$ cat src/core/alu_flags_regs.svh
// Purpose: offsets, bit positions and reset values of the ALU flag register
// Assumes: 12-bit data address space, 8-bit data
// Notes:   definitions only
`ifndef ALU_FLAGS_REGS_SVH
`define ALU_FLAGS_REGS_SVH

// ----------------------------------------------------------------
// register offsets
// ----------------------------------------------------------------
`define FLAGS_ADDR       12'hFDB
`define LAST_RESULT_ADDR 12'hFDA

// ----------------------------------------------------------------
// flag field positions
// ----------------------------------------------------------------
`define FLAG_C_BIT       0
`define FLAG_DC_BIT      1
`define FLAG_Z_BIT       2
`define FLAG_OV_BIT      3
`define FLAG_N_BIT       4
`define FLAG_COUNT       5
`define FLAG_ALL_MASK    5'h1F
`define FLAG_NZ_MASK     5'h14
`define FLAG_Z_MASK      5'h04
`define FLAG_NONE_MASK   5'h00

// ----------------------------------------------------------------
// reset values
// ----------------------------------------------------------------
`define FLAGS_RESET      5'h00
`define RESULT_RESET     8'h00

`endif

$ cat src/core/alu_flags_pkg.sv
// Purpose: types shared by the flag datapath modules
// Assumes: nothing
// Notes:   numbers live in alu_flags_regs.svh
package alu_flags_pkg;

  // instruction classes seen by the flag logic
  typedef enum logic [3:0]
  {
    op_add_register,
    op_add_literal,
    op_subtract_from_literal,
    op_subtract_register,
    op_rotate_right,
    op_rotate_left,
    op_clear_file,
    op_bit_clear,
    op_bit_set,
    op_nibble_swap,
    op_file_to_file_move,
    op_work_to_file_move,
    op_and,
    op_or,
    op_xor,
    op_move_file
  } op_t;

endpackage

$ cat src/core/flag_calc_if.sv
// Purpose: operands in, result and flag update out, for the flag calculator
// Assumes: purely combinational path
// Notes:   one modport per side
`timescale 1ns/100ps
interface flag_calc_if;
  import alu_flags_pkg::*;

  op_t        op;
  logic [7:0] w_val;
  logic [7:0] f_val;
  logic [2:0] bit_sel;
  logic       carry_in;
  logic [7:0] result;
  logic [4:0] flags_new;
  logic [4:0] flags_mask;

  modport core
  (
    output op, w_val, f_val, bit_sel, carry_in,
    input  result, flags_new, flags_mask
  );

  modport calc
  (
    input  op, w_val, f_val, bit_sel, carry_in,
    output result, flags_new, flags_mask
  );
endinterface

$ cat src/core/alu_status_flags.sv
// Purpose: arithmetic flag register of an 8-bit core and its update logic
// Assumes: one instruction per cycle presented by the datapath
// Notes:   flags reset to zero; result leaves one cycle after the issue
//
// What this block does
// - Flag register is an ordinary register, usable as source or destination.
// - Flag-updating instruction targeting flag register: data write blocked, ALU flags win.
// - Clearing the flag register sets zero, keeps other four flags.
// - Bit clear/set, swap, file-to-file and w-to-file moves change the five flags only when the flag register is their destination.
// - Bits 7 to 5 read zero and ignore writes.
// - Negative flag (bit 4) follows result msb.
// - Overflow flag (bit 3) set when signed result flips sign bit.
// - Zero flag (bit 2) set when result is zero.
// - Digit carry (bit 1) is carry out of bit 3 for add/sub.
// - Carry (bit 0) is carry out of msb for add/sub.
// - Subtraction adds two's complement, so carries mean no borrow.
// - Rotates load digit carry from bit 4/3, carry from end bit.
`timescale 1ns/100ps
`include "alu_flags_regs.svh"
module alu_status_flags
  import alu_flags_pkg::*;
#(
  parameter int ADDR_W = 12,
  parameter int DATA_W = 8
)
(
  // clock and reset
  input  wire logic              clk,
  input  wire logic              reset,
  // instruction issue
  input  wire logic              instr_valid,
  input  wire op_t               instr_op,
  input  wire logic [DATA_W-1:0] operand_w,
  input  wire logic [DATA_W-1:0] operand_f,
  input  wire logic [2:0]        bit_sel,
  input  wire logic              dest_is_file,
  input  wire logic [ADDR_W-1:0] dest_addr,
  // instruction result
  output logic                   result_valid_q,
  output logic      [DATA_W-1:0] result_q,
  output logic                   result_to_file_q,
  output logic      [ADDR_W-1:0] result_addr_q,
  // flag register as a source operand
  output logic      [DATA_W-1:0] flags_value,
  // register port
  input  wire logic [ADDR_W-1:0] reg_addr,
  input  wire logic [DATA_W-1:0] reg_wdata,
  input  wire logic              reg_wr,
  input  wire logic              reg_rd,
  output logic      [DATA_W-1:0] reg_rdata
);

  // ----------------------------------------------------------------
  // declarations
  // ----------------------------------------------------------------
  localparam int NF = `FLAG_COUNT;

  flag_calc_if fc ();

  logic [NF-1:0]     flags_q;
  logic [NF-1:0]     flags_d;
  logic [DATA_W-1:0] last_result_q;
  logic [DATA_W-1:0] rdata_q;
  logic              instr_hits_flags;
  logic              bus_wr_flags;
  logic              bus_wr_last;
  logic              bus_rd_flags;
  logic              bus_rd_last;
  logic [DATA_W-1:0] rdata_d;

  // ----------------------------------------------------------------
  // flag calculator
  // ----------------------------------------------------------------

  // operands straight from the issue port, carry in from the flag register
  assign fc.op       = instr_op;
  assign fc.w_val    = operand_w;
  assign fc.f_val    = operand_f;
  assign fc.bit_sel  = bit_sel;
  assign fc.carry_in = flags_q[`FLAG_C_BIT];

  flag_calc u_calc
  (
    .fc (fc.calc)
  );

  // ----------------------------------------------------------------
  // destination decode
  // ----------------------------------------------------------------

  assign instr_hits_flags = instr_valid & dest_is_file & (dest_addr == `FLAGS_ADDR);

  // register port decode
  always_comb
  begin
    bus_wr_flags = 1'b0;
    bus_wr_last  = 1'b0;
    bus_rd_flags = 1'b0;
    bus_rd_last  = 1'b0;
    if (reg_addr == `FLAGS_ADDR)
    begin
      bus_wr_flags = reg_wr;
      bus_rd_flags = reg_rd;
    end
    else if (reg_addr == `LAST_RESULT_ADDR)
    begin
      bus_wr_last = reg_wr;
      bus_rd_last = reg_rd;
    end
  end

  // ----------------------------------------------------------------
  // per-flag next value
  // ----------------------------------------------------------------

  // priority low to high: hold, bus write, instruction data, ALU flag
  generate
    for (genvar i = 0; i < NF; i++)
    begin : g_flag
      logic data_wr;
      logic alu_wr;

      // data write only for no-flag ops
      assign data_wr = instr_hits_flags & (fc.flags_mask == `FLAG_NONE_MASK);
      assign alu_wr  = instr_valid & fc.flags_mask[i];

      assign flags_d[i] = alu_wr       ? fc.flags_new[i] :
                          data_wr      ? fc.result[i]    :
                          bus_wr_flags ? reg_wdata[i]    :
                                         flags_q[i];
    end
  endgenerate

  // ----------------------------------------------------------------
  // flag register
  // ----------------------------------------------------------------

  // five stored bits only; upper bits have no storage
  always_ff @(posedge clk or posedge reset)
  begin
    if (reset)
      flags_q <= `FLAGS_RESET;
    else
      flags_q <= flags_d;
  end

  assign flags_value = {{(DATA_W-NF){1'b0}}, flags_q};

  // ----------------------------------------------------------------
  // instruction result
  // ----------------------------------------------------------------

  // result presented the cycle after issue
  always_ff @(posedge clk or posedge reset)
  begin
    if (reset)
    begin
      result_valid_q   <= 1'b0;
      result_q         <= `RESULT_RESET;
      result_to_file_q <= 1'b0;
      result_addr_q    <= '0;
    end
    else
    begin
      result_valid_q <= instr_valid;
      if (instr_valid)
      begin
        result_q         <= fc.result;
        result_to_file_q <= dest_is_file;
        result_addr_q    <= dest_addr;
      end
    end
  end

  // last result, also writable for test access
  always_ff @(posedge clk or posedge reset)
  begin
    if (reset)
      last_result_q <= `RESULT_RESET;
    else if (instr_valid)
      last_result_q <= fc.result;
    else if (bus_wr_last)
      last_result_q <= reg_wdata;
  end

  // ----------------------------------------------------------------
  // register read
  // ----------------------------------------------------------------

  // unmapped addresses read zero
  always_comb
  begin
    rdata_d = '0;
    if (bus_rd_flags)
      rdata_d = flags_value;
    else if (bus_rd_last)
      rdata_d = last_result_q;
  end

  // read data one cycle after the strobe, zero otherwise
  always_ff @(posedge clk or posedge reset)
  begin
    if (reset)
      rdata_q <= '0;
    else
      rdata_q <= rdata_d;
  end

  assign reg_rdata = rdata_q;

endmodule

$ cat src/core/flag_calc.sv
// Purpose: computes an instruction result and its arithmetic flags
// Assumes: operands steady for the cycle
// Notes:   combinational only
`timescale 1ns/100ps
`include "alu_flags_regs.svh"
module flag_calc
  import alu_flags_pkg::*;
(
  // operands and answer
  flag_calc_if.calc fc
);

  logic [8:0] sum;
  logic [4:0] low_sum;
  logic [7:0] addend;
  logic       arith;

  // subtraction adds the two's complement of w
  always_comb
  begin
    arith   = 1'b0;
    addend  = fc.w_val;
    case (fc.op)
      op_add_register, op_add_literal: arith = 1'b1;
      op_subtract_from_literal, op_subtract_register:
      begin
        arith  = 1'b1;
        addend = ~fc.w_val;
      end
      default: arith = 1'b0;
    endcase
    sum     = {1'b0, fc.f_val} + {1'b0, addend} + {8'h00, (addend != fc.w_val)};
    low_sum = {1'b0, fc.f_val[3:0]} + {1'b0, addend[3:0]} + {4'h0, (addend != fc.w_val)};
  end

  // result and update mask per class
  always_comb
  begin
    fc.result     = fc.f_val;
    fc.flags_mask = `FLAG_NONE_MASK;
    fc.flags_new  = `FLAGS_RESET;
    case (fc.op)
      op_add_register, op_add_literal, op_subtract_from_literal, op_subtract_register:
      begin
        fc.result     = sum[7:0];
        fc.flags_mask = `FLAG_ALL_MASK;
      end
      op_rotate_right:
      begin
        fc.result     = {fc.carry_in, fc.f_val[7:1]};
        fc.flags_mask = `FLAG_ALL_MASK & ~(5'h01 << `FLAG_OV_BIT);
      end
      op_rotate_left:
      begin
        fc.result     = {fc.f_val[6:0], fc.carry_in};
        fc.flags_mask = `FLAG_ALL_MASK & ~(5'h01 << `FLAG_OV_BIT);
      end
      op_clear_file:
      begin
        fc.result     = 8'h00;
        fc.flags_mask = `FLAG_Z_MASK;
      end
      op_bit_clear: fc.result = fc.f_val & ~(8'h01 << fc.bit_sel);
      op_bit_set:   fc.result = fc.f_val | (8'h01 << fc.bit_sel);
      op_nibble_swap: fc.result = {fc.f_val[3:0], fc.f_val[7:4]};
      op_work_to_file_move: fc.result = fc.w_val;
      op_and: fc.result = fc.f_val & fc.w_val;
      op_or:  fc.result = fc.f_val | fc.w_val;
      op_xor: fc.result = fc.f_val ^ fc.w_val;
      op_move_file:
      begin
        fc.result     = fc.f_val;
        fc.flags_mask = `FLAG_NZ_MASK;
      end
      default: fc.result = fc.f_val;
    endcase
    if (fc.op == op_and || fc.op == op_or || fc.op == op_xor)
      fc.flags_mask = `FLAG_NZ_MASK;
    fc.flags_new[`FLAG_N_BIT]  = fc.result[7];
    fc.flags_new[`FLAG_Z_BIT]  = (fc.result == 8'h00);
    fc.flags_new[`FLAG_OV_BIT] = arith & (fc.f_val[7] == addend[7]) & (sum[7] != fc.f_val[7]);
    fc.flags_new[`FLAG_DC_BIT] = low_sum[4];
    fc.flags_new[`FLAG_C_BIT]  = sum[8];
    if (fc.op == op_rotate_right)
    begin
      fc.flags_new[`FLAG_DC_BIT] = fc.f_val[4];
      fc.flags_new[`FLAG_C_BIT]  = fc.f_val[0];
    end
    else if (fc.op == op_rotate_left)
    begin
      fc.flags_new[`FLAG_DC_BIT] = fc.f_val[3];
      fc.flags_new[`FLAG_C_BIT]  = fc.f_val[7];
    end
  end

endmodule

$ cat config.mk
export PLATFORM = sky130hd
export DESIGN_NAME = alu_status_flags
export DESIGN_NICKNAME = d
export VERILOG_FILES = /design/src/core/alu_flags_pkg.sv /design/src/core/flag_calc_if.sv /design/src/core/alu_status_flags.sv /design/src/core/flag_calc.sv
export VERILOG_INCLUDE_DIRS = /design/src /design/src/core
export SDC_FILE = /design/constraint.sdc
export NUM_CORES = 1
export LEC_CHECK = 0
export ABC_AREA = 1
export BUFFER_PORTS_ARGS = -buffer_cell sky130_fd_sc_hd__clkbuf_2
export CORE_MARGIN = 5
export CORE_UTILIZATION = 40
export DETAILED_ROUTE_END_ITERATION = 10
export HOLD_SLACK_MARGIN = 0.05
export PLACE_DENSITY = 0.64
export SLEW_MARGIN = 0
export SYNTH_ARGS = -nofsm -noshare
export SYNTH_HDL_FRONTEND = slang
export SYNTH_SLANG_ARGS = --single-unit
$ cat constraint.sdc
create_clock -name clk -period 1.35 [get_ports clk]
set_input_delay 0.27 -clock clk [delete_from_list [all_inputs] [get_ports clk]]
set_output_delay 0.27 -clock clk [all_outputs]
set_load 0.02 [all_outputs]
### After elaboration in Yosys (flattened, before gate mapping)

Cells that the tools add are included.

* shift-type cells: 1
* bitwise operators: 17
* div/mod/pow operators: 0
* multiply operators: 0
* muxes and demuxes: 32
* add/sub/neg operators: 4
* order comparisons: 0
* reduce and logical (&&, ||, !) cells: 14
* eq/ne operators: 20

Operators with widths (number)
* $pmux W8 S11: 1
* $mux W8: 5
* $eq A12 B12 Y1 const B: 3
* $eq A4 B4 Y1 const B: 7
* $mux W1: 22
* $pmux W5 S4: 1
* $and A8 B8 Y8: 2
* $eq A4 B3 Y1 const B: 4
* $not A8 Y8: 2
* $or A8 B8 Y8: 2
* $reduce_bool A3 Y1: 5
* $and A1 B1 Y1: 10
* $add A8 B8 Y9: 1
* $add A9 B1 Y9: 1
* $eq A4 B2 Y1 const B: 2
* $logic_not A8 Y1: 1
* $ne A8 B8 Y1: 1
* $shl A1 B3 Y8 const A: 1
* $xor A8 B8 Y8: 1
* $add A4 B4 Y5: 1
* $add A5 B1 Y5: 1
* $logic_not A5 Y1: 1
* $mux W5: 1
* $eq A4 B1 Y1 const B: 1
* 8 further kinds: 11

* output and inout bits: 38
* bits in latches: 0
* memory bits (read-only): 0
* input bits: 61
* memories: 0
* bits in registers: 43
* RAM bits: 0

### Longest topological paths before layout

Gate-level depths: netlist of run 1.

* depth in word-level cells: 8
* gate-level depth with buffers: 19
* gate-level depth less buffers: 19

### By module

Synthesis of run 1 repeated with hierarchy kept, for this count alone.

* cells, all modules: 634
* area, all modules: 3761.1 µm²

Modules (own cells, without submodules)
* alu_status_flags: times used 1, cells each 306, seq. area each 1076.0 µm², area each 2228.4 µm²
* flag_calc: times used 1, cells each 328, seq. area each 0.0 µm², area each 1532.7 µm²

### Worst setup path before layout of run 1

No wires, ideal clock.

* path kind: input to register
* start: input port instr_op[3]
* end: register flags_q[2]
* path slack: -1725 ps
* data required time: 1285 ps
* cell stages on the path: 15
* library setup time: 65 ps
* arrival time: 3010 ps
* path through: nor2_1 -> nand2_1 -> xor2_1 -> fa_1 -> fa_1 -> or2_2 -> nand3_1 -> nand3_1 -> nor2_1 -> nand2_1 -> nor2_1 -> nand2_1 -> nor2_1 -> nand3_1 -> nand2_1

* longest elaborated chain between the ends: 8

RTL lines
* start, declared: RTL line alu_status_flags.sv:32 `input wire op_t instr_op,`
* $eq A4 B2 Y1 (tied with other cells): RTL line flag_calc.sv:23, flag_calc.sv:42
* $reduce_or A2 Y1 (tied with other cells)
* $mux W8 (tied with other cells): RTL line flag_calc.sv:23 `case (fc.op)`
* $add A8 B8 Y9 (tied with other cells): RTL line flag_calc.sv:32 `sum = {1'b0, fc.f_val} + {1'b0, addend} + {8'h00, (addend != fc.w_val)};`
* $add A9 B1 Y9 or $logic_not A5 Y1 (tied branches)
* $pmux W8 S11 or $and A1 B1 Y1 (tied branches): RTL line flag_calc.sv:42, alu_status_flags.sv:124
* $logic_not A8 Y1 or $mux W1 (tied branches): RTL line flag_calc.sv:80, alu_status_flags.sv:128
* $mux W1: RTL line alu_status_flags.sv:127 `assign flags_d[i] = alu_wr ? fc.flags_new[i] :`
* end signal, assigned: RTL line alu_status_flags.sv:142 `` flags_q <= `FLAGS_RESET; ``
* end signal, assigned: RTL line alu_status_flags.sv:144 `flags_q <= flags_d;`
* end, declared: RTL line alu_status_flags.sv:60 `logic [NF-1:0] flags_q;`

Several ways; a longest one is shown, not always the timed one.
A chain may end at the register's enable or synchronous reset.

### Worst setup path after layout of run 1

Same ends and word-level chain as after synthesis.

==> results of run 1 <==
[state kept, by name (all words and copies together), names as in the netlist]
signal	cells
reg_rdata	8
result_addr_q	12
result_to_file_q	1
result_q	8
last_result_q	8
result_valid_q	1
flags_q	5
[Yosys cell counts (2+ instances only)]
| cell type | instances |
|---|---|
| nand3b_1 | 10 |
| o21ai_0 | 26 |
| nand3_1 | 54 |
| clkbuf_1 | 5 |
| a21oi_1 | 8 |
| dfrtp_1 | 43 |
| buf_1 | 2 |
| o22ai_1 | 6 |
| xor2_1 | 10 |
| nor4_1 | 3 |
| buf_4 | 4 |
| nor3_1 | 3 |
| or2_2 | 2 |
| nand2_1 | 211 |
| buf_6 | 2 |
| nand2_2 | 2 |
| inv_1 | 83 |
| o211ai_1 | 14 |
| nor2_1 | 51 |
| fa_1 | 2 |
| nand4_1 | 10 |
| ha_1 | 7 |
[final timing paths]
check	from	end	cells after the start
worst max-delay path	instr_op[3]	flags_q[2]$_DFFE_PP0P_	16
worst min-delay path	dest_addr[3]	result_addr_q[3]$_DFFE_PP0P_	3
worst max register to register	flags_q[0]$_DFFE_PP0P_	flags_q[2]$_DFFE_PP0P_	12
worst min register to register	result_addr_q[5]$_DFFE_PP0P_	result_addr_q[5]$_DFFE_PP0P_	2
max in group asynchronous	reset	last_result_q[5]$_DFFE_PP0P_	4
min in group asynchronous	reset	result_q[3]$_DFFE_PP0P_	4
[routing by layer]
metal / part of all wire, % / global-route usage (%) / up-vias
met5: 0 / 0 / -
met4: 2.3 / 6.28 / 0
met3: 6.1 / 3.36 / 21
met2: 49 / 39.5 / 135
met1: 42 / 28.3 / 1989
li1: - / - / 2176
[worst register-to-register path, delay by kind of cell, from the launching register on]
kind,cells,cell delay [ps]
and+or+nand+nor,11,860
buffers and inverters,1,150
DFF,1,430
[power groups by stage]
| stage | combinational [W] | clock (W) | sequential, W |
|---|---|---|---|
| 3_5_place_dp | 0.00154 | 0 | 0.00153 |
| 2_1_floorplan | 0.000727 | 0 | 0.00163 |
| 5_1_grt | 0.00191 | 0.00123 | 0.00152 |
| 6_report | 0.00173 | 0.00118 | 0.00150 |
| 4_1_cts | 0.00162 | 0.00119 | 0.00150 |
| 3_3_place_gp | 0.00152 | 0 | 0.00152 |
[layout make-up]
class | count | area [sq um] | share of cell area, %
clock buffers | 6 | 72.6 | 1.37
clock inverters | 2 | 60.1 | 1.13
inverters | 85 | 319 | 6.02
multi-input cells | 428 | 2320 | 43.8
flip-flops and latches | 43 | 1080 | 20.3
well taps | 108 | 135 | 2.55
repair buffers | 198 | 1320 | 24.8
[stage by stage]
stage / instance area (sq um) / TNS [ps] / instances
6_report: 5300 / -14070 / 870
5_1_grt: 5300 / -16250 / 870
2_1_floorplan: 3570 / -15630 / 569
4_1_cts: 5130 / -13960 / 865
3_3_place_gp: 4860 / -22070 / 855
3_5_place_dp: 4860 / -23260 / 855
[what timing repair did]
action | CTS | global route
endpoints found under the setup margin | 21 | 25
hold endpoints to repair | 43 | 0
gates resized for setup | 31 | 33
cloned | 0 | 0
hold buffers | 1 | 0
pin swaps | 15 | 22
buffers inserted | 1 | 5
[cells by family after synthesis]
kind of cell | synth area share, %
flip-flops | 30.7
AND/OR/NAND/NOR | 42.1
adder cells (fa/ha/maj) | 3.64
XOR/XNOR | 2.50
AO/OA/AOI/OAI | 9.64
buffers and inverters | 11.4
other | 0.107
==> impl_metrics.toml, run 1 <==
[critical_path]
worst_ep_required_time_ps = 1590
critPathLaunchType = "primary input"
crit_chain = "buf_6 > nor2_4 > nand2_4 > xor2_2 > fa_2 > fa_2 > or2_4 > nand3_2 > nand3_2 > nor2_1 > nand2_1 > nor2_2 > nand2_1 > nor2_1 > nand3_1 > nand2_1"
end_kind = "flip-flop"
cp_slowest_cell = "fa_2"
critPathMaxFanout = 2
critPathMostFrequentCell = "nand2_1"
crit_buf_inv = 1
crit_family = "simple AND/OR/NAND/NOR gates"
crit_arrival_ps = 2510
regToRegSetupSlack_ps = -140
critical_path_class = "in -> reg"
max_stage_delay_ps = 360

[yosys]
synth_ff_type = "dfrtp_1"
ys_warn_count = 0
avgSynthCellArea_sq_um = 6.18
synth-edff-count = 0
ys_seq_area_share_pct = 30.7
synth_top_area_cell = "dfrtp_1"
syn_inst = 567
synth-async-reset-ratio_pct = 100
synthTopCellsByArea = "dfrtp_1, nand2_1, inv_1"
synth_top_area_share_pct = 30.7
syn_area_sq_um = 3500
ys_ff_latch = 43
synth_cell_types = 31

[global_routing]
grt_pass1_vias = 4167
antenna_found_initial = 0
grt-ovfl-total = 0
grt_max_degree = 44
grt_usage_pct = 22.4
grt_pass1_wl_microns = 20200

[place]
gp_congestion = 0.946
place_hpwl_microns = 10000
port_buffers = 95
dp_worst_setup_slack_ps = -1200

[cells_and_area]
final_cell_mix = "nand2_1, buf_4, clkbuf_2"
n_antenna_cell = 0
drive_gt1_share_pct = 35.2
fillers = 827
post-route-util_pct = 61.4
final_nets = 831
syn2layout_area_growth_pct = 51.3
layout_commonest_cell = "nand2_1"

[clock_tree]
cts-root-buf = "clkbuf_8"
clock_path_buffers = 2
tritoncts = "done"
clk_pin_slew_worst_paths_ps = 80
clk-insertion-delay-late_ps = 290
cts_sinks = 43
htree_levels = 2
cts_buffers = 5

[sta]
finalCritPeriodShare_pct = 168
worstMarginPinSlew_ps = 657
finalHoldWorstSlack_ps = 182
hold_violations = 0
final.min_clock_period_ps = 2270
grt_setup_unrepaired = "true"
slew_viol_final = 0
final-setup-viol-count = 21
skew_ps = 5.57
max_freq_ghz = 0.440
setup_ws_ps = -922
timing.slew.headroom_pct = 56.0

[route]
vias = 4321
avgRoutedWirePerCell_microns = 14.2
vias_per_cell = 4.97
drt-total-wl_microns = 12300
ant_nets = 0
drc = 0
dr.pass1.iters = 4
first_iter_violations = 262

[die]
core_sq_um = 8640
die-width_microns = 104
die_h_microns = 104
io_pins = 99
start_util_pct = 40.6
dieArea_sq_um = 10700
row_count = 34

[pwr]
switchingPower_w = 0.00152
p_sw_share_pct = 34.3
sequentialPowerShare_pct = 34.0
p_total_w = 0.00442
leakage_nw = 3.03
power_frac_comb_pct = 39.2
p_int_w = 0.00290
p_per_area_nw_per_um2 = 833
irDropWorstVdd_mv = 0.662
power.share.clock_pct = 26.7

[outcome]
failed_checks = "setup timing"
status = "complete, but fails checks"

[flow_run]
maxCapViolCount = 0

[worst_hold_path]
min_path_type = "in -> reg"
No activity file was read; power rests on OpenSTA's default activity.
==> run 2, diff against run 1 <==
--- a/config.mk
+++ b/config.mk
@@ -17,3 +17,4 @@
 export SYNTH_ARGS = -nofsm -noshare
 export SYNTH_HDL_FRONTEND = slang
 export SYNTH_SLANG_ARGS = --single-unit
+export TNS_END_PERCENT = 50
==> constraint.sdc (replaced) <==
create_clock -name clk -period 1.9 [get_ports clk]
set_input_delay 0.38 -clock clk [delete_from_list [all_inputs] [get_ports clk]]
set_output_delay 0.38 -clock clk [all_outputs]
set_load 0.02 [all_outputs]
==> impl_metrics.toml, run 2 (synthesized netlist as in run 1, its figures left out) <==
[die]
row_count = 34
core_sq_um = 8640
dieArea_sq_um = 10700
die_h_microns = 104
start_util_pct = 40.6
die-width_microns = 104
io_pins = 99

[cells_and_area]
layoutNonFillerInstCount = 837
largest_reg_flops = 12
post-route-util_pct = 57.5
drive_gt1_share_pct = 30.9
fillers = 887
syn2layout_area_growth_pct = 41.8
layout_commonest_cell = "nand2_1"
final_cell_area_sq_um = 4970
final_nets = 798
n_antenna_cell = 0
top_register = "result_addr_q"
final_cell_mix = "nand2_1, clkbuf_2, inv_1"

[clock_tree]
cts-root-buf = "clkbuf_8"
clock_path_buffers = 2
cts_buffers = 5
tritoncts = "done"
cts_sinks = 43
htree_levels = 2
clk-insertion-delay-late_ps = 290
clk_pin_slew_worst_paths_ps = 80

[place]
placed_cell_area_sq_um = 4580
port_buffers = 95
placed_cells = 826
gp_congestion = 0.947
dp_worst_setup_slack_ps = -749
place_hpwl_microns = 9790

[route]
ant_nets = 0
vias_per_cell = 4.99
first_iter_violations = 152
vias = 4180
drc = 0
avgRoutedWirePerCell_microns = 14.3
dr.pass1.iters = 5
drt-total-wl_microns = 11900

[outcome]
status = "complete, but fails checks"
failed_checks = "setup timing"

[sta]
finalCritPeriodShare_pct = 120
hold_violations = 0
final.min_clock_period_ps = 2280
grt_setup_unrepaired = "true"
fin_tns_setup_ps = -3920
final-setup-viol-count = 18
timing.slew.headroom_pct = 62.4
worstMarginPinSlew_ps = 558
max_freq_ghz = 0.438
setup_ws_ps = -381
slew_viol_final = 0
skew_ps = 4.11

[critical_path]
end_kind = "flip-flop"
critPathMaxFanout = 2
critPathLaunchType = "primary input"
crit_arrival_ps = 2510
worst_ep_required_time_ps = 2130
critical_path_class = "in -> reg"

[global_routing]
grt_max_degree = 44
grt_usage_pct = 21.5
grt_pass1_wl_microns = 19500
grt-ovfl-total = 0
grt_pass1_vias = 4029
antenna_found_initial = 0

[flow_run]
maxCapViolCount = 0

[worst_hold_path]
min_path_type = "in -> async"

[pwr]
p_per_area_nw_per_um2 = 585
irDropWorstVdd_mv = 0.341
leakage_nw = 2.86
==> run 2: cell types whose count changed in the layout (fill, tap and decap cells not counted), moves of 2 or more <==
| cell | delta |
|---|---|
| nand2_2 | -6 |
| xor2_1 | +2 |
| buf_12 | -3 |
| buf_4 | -30 |
| nand3_2 | -3 |
| xor2_2 | -3 |
| nand3_1 | +2 |
| nand2_1 | +5 |
==> run 2: layout make-up <==
cell class	count	area (sq um)	area share, %
timing repair buffer	165	1030	20.6
clock inverter	3	43.8	0.881
clock buffer	5	68.8	1.39
tap	108	135	2.72
inverter	85	319	6.42
multi-input combinational	428	2300	46.3
sequential	43	1080	21.7
==> run 2: timing repair <==
action	CTS	global route
hold buffers	0	0
setup endpoints to repair	21	21
setup buffers	0	3
gates resized for setup	28	28
pin swaps	13	24
==> run 2: routing by layer <==
metal | GRT usage [%] | wire (microns)
met1 | 28.0 | 5320
met2 | 36.1 | 5620
met3 | 3.79 | 747
met4 | 7.03 | 259
met5 | 0 | 0
==> run 2: final timing paths <==
path	start	to	slack, ps	depth (start not counted)
hold reg to reg	result_addr_q[7]$_DFFE_PP0P_	result_addr_q[7]$_DFFE_PP0P_	470	2
setup / recovery	instr_op[2]	flags_q[2]$_DFFE_PP0P_	-380	16
min in group clk	dest_addr[3]	result_addr_q[3]$_DFFE_PP0P_	300	3
max in group asynchronous	reset	flags_q[1]$_DFFE_PP0P_	1330	3
hold / removal	reset	last_result_q[5]$_DFFE_PP0P_	200	3
setup reg to reg	flags_q[0]$_DFFE_PP0P_	flags_q[2]$_DFFE_PP0P_	410	11
==> run 2: critical path, stage by stage <==
cell and delay, ps:
buf_8 100, nor2_4 130, nand2_4 90, xor2_2 150, fa_2 360, fa_2 370, or2_4 260, nand3_2 60
nand3_2 80, nor2_2 90, nand2_2 90, nor2_4 90, nand2_1 50, nor2_1 80, nand3_1 80, nand2_1 60
==> run 2: where the power goes <==
| group | leakage [nW] | internal, W | switching [W] | total [W] |
|---|---|---|---|---|
| logic | 2.26 | 0.000453 | 0.000679 | 0.00113 |
| registers | 0.537 | 0.00101 | 0.0000556 | 0.00107 |
| clock network | 0.0581 | 0.000391 | 0.000313 | 0.000704 |
==> run 2: through the flow <==
step / total power, W / hold WS (ps)
6_report: 0.00291 / 202
5_1_grt: 0.00309 / 266
4_1_cts: 0.00287 / 216
3_5_place_dp: 0.00210 / 459
3_3_place_gp: 0.00209 / 455
2_1_floorplan: 0.00167 / 411
==> run 3, diff against run 2 <==
--- a/config.mk
+++ b/config.mk
@@ -13,6 +13,7 @@
 export DETAILED_ROUTE_END_ITERATION = 10
 export HOLD_SLACK_MARGIN = 0.05
 export PLACE_DENSITY = 0.64
+export SETUP_SLACK_MARGIN = 0.15
 export SLEW_MARGIN = 0
 export SYNTH_ARGS = -nofsm -noshare
 export SYNTH_HDL_FRONTEND = slang
==> impl_metrics.toml, run 3 (synthesized netlist as in run 1, its figures left out) <==
[sta]
hold_violations = 0
finalCritPeriodShare_pct = 120
max_freq_ghz = 0.438
grt_setup_unrepaired = "true"
setup_ws_ps = -381
slew_viol_final = 0
timing.slew.headroom_pct = 62.7
final-setup-viol-count = 18
final.min_clock_period_ps = 2280
fin_tns_setup_ps = -3900
worstMarginPinSlew_ps = 553
skew_ps = 5.66

[outcome]
failed_checks = "setup timing"
status = "complete, but fails checks"

[global_routing]
grt-ovfl-total = 0
antenna_found_initial = 0
grt_pass1_vias = 4029
grt_max_degree = 44
grt_usage_pct = 21.5
grt_pass1_wl_microns = 19500

[die]
row_count = 34
io_pins = 99
core_sq_um = 8640
die_h_microns = 104
die-width_microns = 104
dieArea_sq_um = 10700
start_util_pct = 40.6

[route]
first_iter_violations = 155
drt-total-wl_microns = 11900
dr.pass1.iters = 5
ant_nets = 0
vias = 4184
avgRoutedWirePerCell_microns = 14.3
drc = 0
vias_per_cell = 5.00

[place]
gp_congestion = 0.947
port_buffers = 95
place_hpwl_microns = 9790

[cells_and_area]
largest_reg_flops = 12
top_register = "result_addr_q"
fillers = 886
syn2layout_area_growth_pct = 41.8
n_antenna_cell = 0
final_nets = 798
drive_gt1_share_pct = 31.0
final_cell_mix = "nand2_1, clkbuf_2, inv_1"
layout_commonest_cell = "nand2_1"

[pwr]
irDropWorstVdd_mv = 0.341
p_per_area_nw_per_um2 = 585
leakage_nw = 2.86
p_total_w = 0.00291

[critical_path]
worst_ep_required_time_ps = 2130
crit_arrival_ps = 2510
critPathLaunchType = "primary input"
critical_path_class = "in -> reg"
end_kind = "flip-flop"
critPathMaxFanout = 2

[worst_hold_path]
min_path_type = "in -> async"

[clock_tree]
cts_buffers = 5
cts_sinks = 43
clk_pin_slew_worst_paths_ps = 80
clk-insertion-delay-late_ps = 290
hold_buffers = 0
htree_levels = 2
clock_path_buffers = 2
cts-root-buf = "clkbuf_8"
tritoncts = "done"

[flow_run]
maxCapViolCount = 0
run 3: worst max-delay path, stage by stage:
cell and delay [ps]:
buf_8 100, nor2_4 130, nand2_4 90, xor2_2 150, fa_2 360, fa_2 370, or2_4 260, nand3_2 60
nand3_2 80, nor2_2 90, nand2_2 90, nor2_4 90, nand2_1 50, nor2_1 80, nand3_1 80, nand2_1 60
run 3: per-stage QoR:
stage | worst slack [ps] | instance area [sq um] | hold WS [ps] | utilization [%] | cells
finish | -381 | 4970 | 201 | 57.6 | 837
global route | -534 | 4970 | 266 | 57.6 | 837
CTS | -434 | 4830 | 216 | 55.9 | 834
detailed placement | -749 | 4580 | 459 | 53.0 | 826
global placement | -725 | 4580 | 455 | 53.0 | 826
floorplan | -666 | 3540 | 411 | - | 569
run 3: what timing repair did:
action                     CTS  global route
pin swaps                   13            24
resized for setup           28            29
buffers inserted             0             3
setup endpoints to repair   21            21
run 3: area by class of cell:
cell class / instances / area, sq um / share of cell area (%)
Clock buffer: 5 / 68.8 / 1.38
Clock inverter: 3 / 43.8 / 0.881
Inverter: 85 / 319 / 6.42
Multi-Input combinational cell: 428 / 2300 / 46.3
Sequential cell: 43 / 1080 / 21.6
Tap cell: 108 / 135 / 2.72
Timing Repair Buffer: 165 / 1030 / 20.6
run 3: per-layer routing:
| metal | up-vias | GRT usage (%) | routed length, microns |
|---|---|---|---|
| met5 | - | 0 | 0 |
| met1 | 1898 | 28.0 | 5260 |
| li1 | 2114 | - | - |
| met2 | 153 | 36.1 | 5620 |
| met4 | 0 | 7.03 | 259 |
| met3 | 19 | 3.79 | 794 |
run 3: final timing paths:
path                                              startpoint                      endpoint  slack, ps  cells past startpoint
worst max-delay path                             instr_op[2]        flags_q[2]$_DFFE_PP0P_       -380                     16
worst min-delay path                                   reset  last_result_q[5]$_DFFE_PP0P_        200                      3
worst max register to register        flags_q[0]$_DFFE_PP0P_        flags_q[2]$_DFFE_PP0P_        410                     11
worst min register to register  result_addr_q[7]$_DFFE_PP0P_  result_addr_q[7]$_DFFE_PP0P_        470                      2
max in group asynchronous                              reset        flags_q[1]$_DFFE_PP0P_       1330                      3
min in group clk                                dest_addr[3]  result_addr_q[3]$_DFFE_PP0P_        300                      3
run 3: power by group:
group	switching, W	leakage [nW]	internal, W
logic	0.000680	2.26	0.000454
clock network	0.000316	0.0581	0.000391
registers	0.0000554	0.537	0.00101
total	0.00105	2.86	0.00186
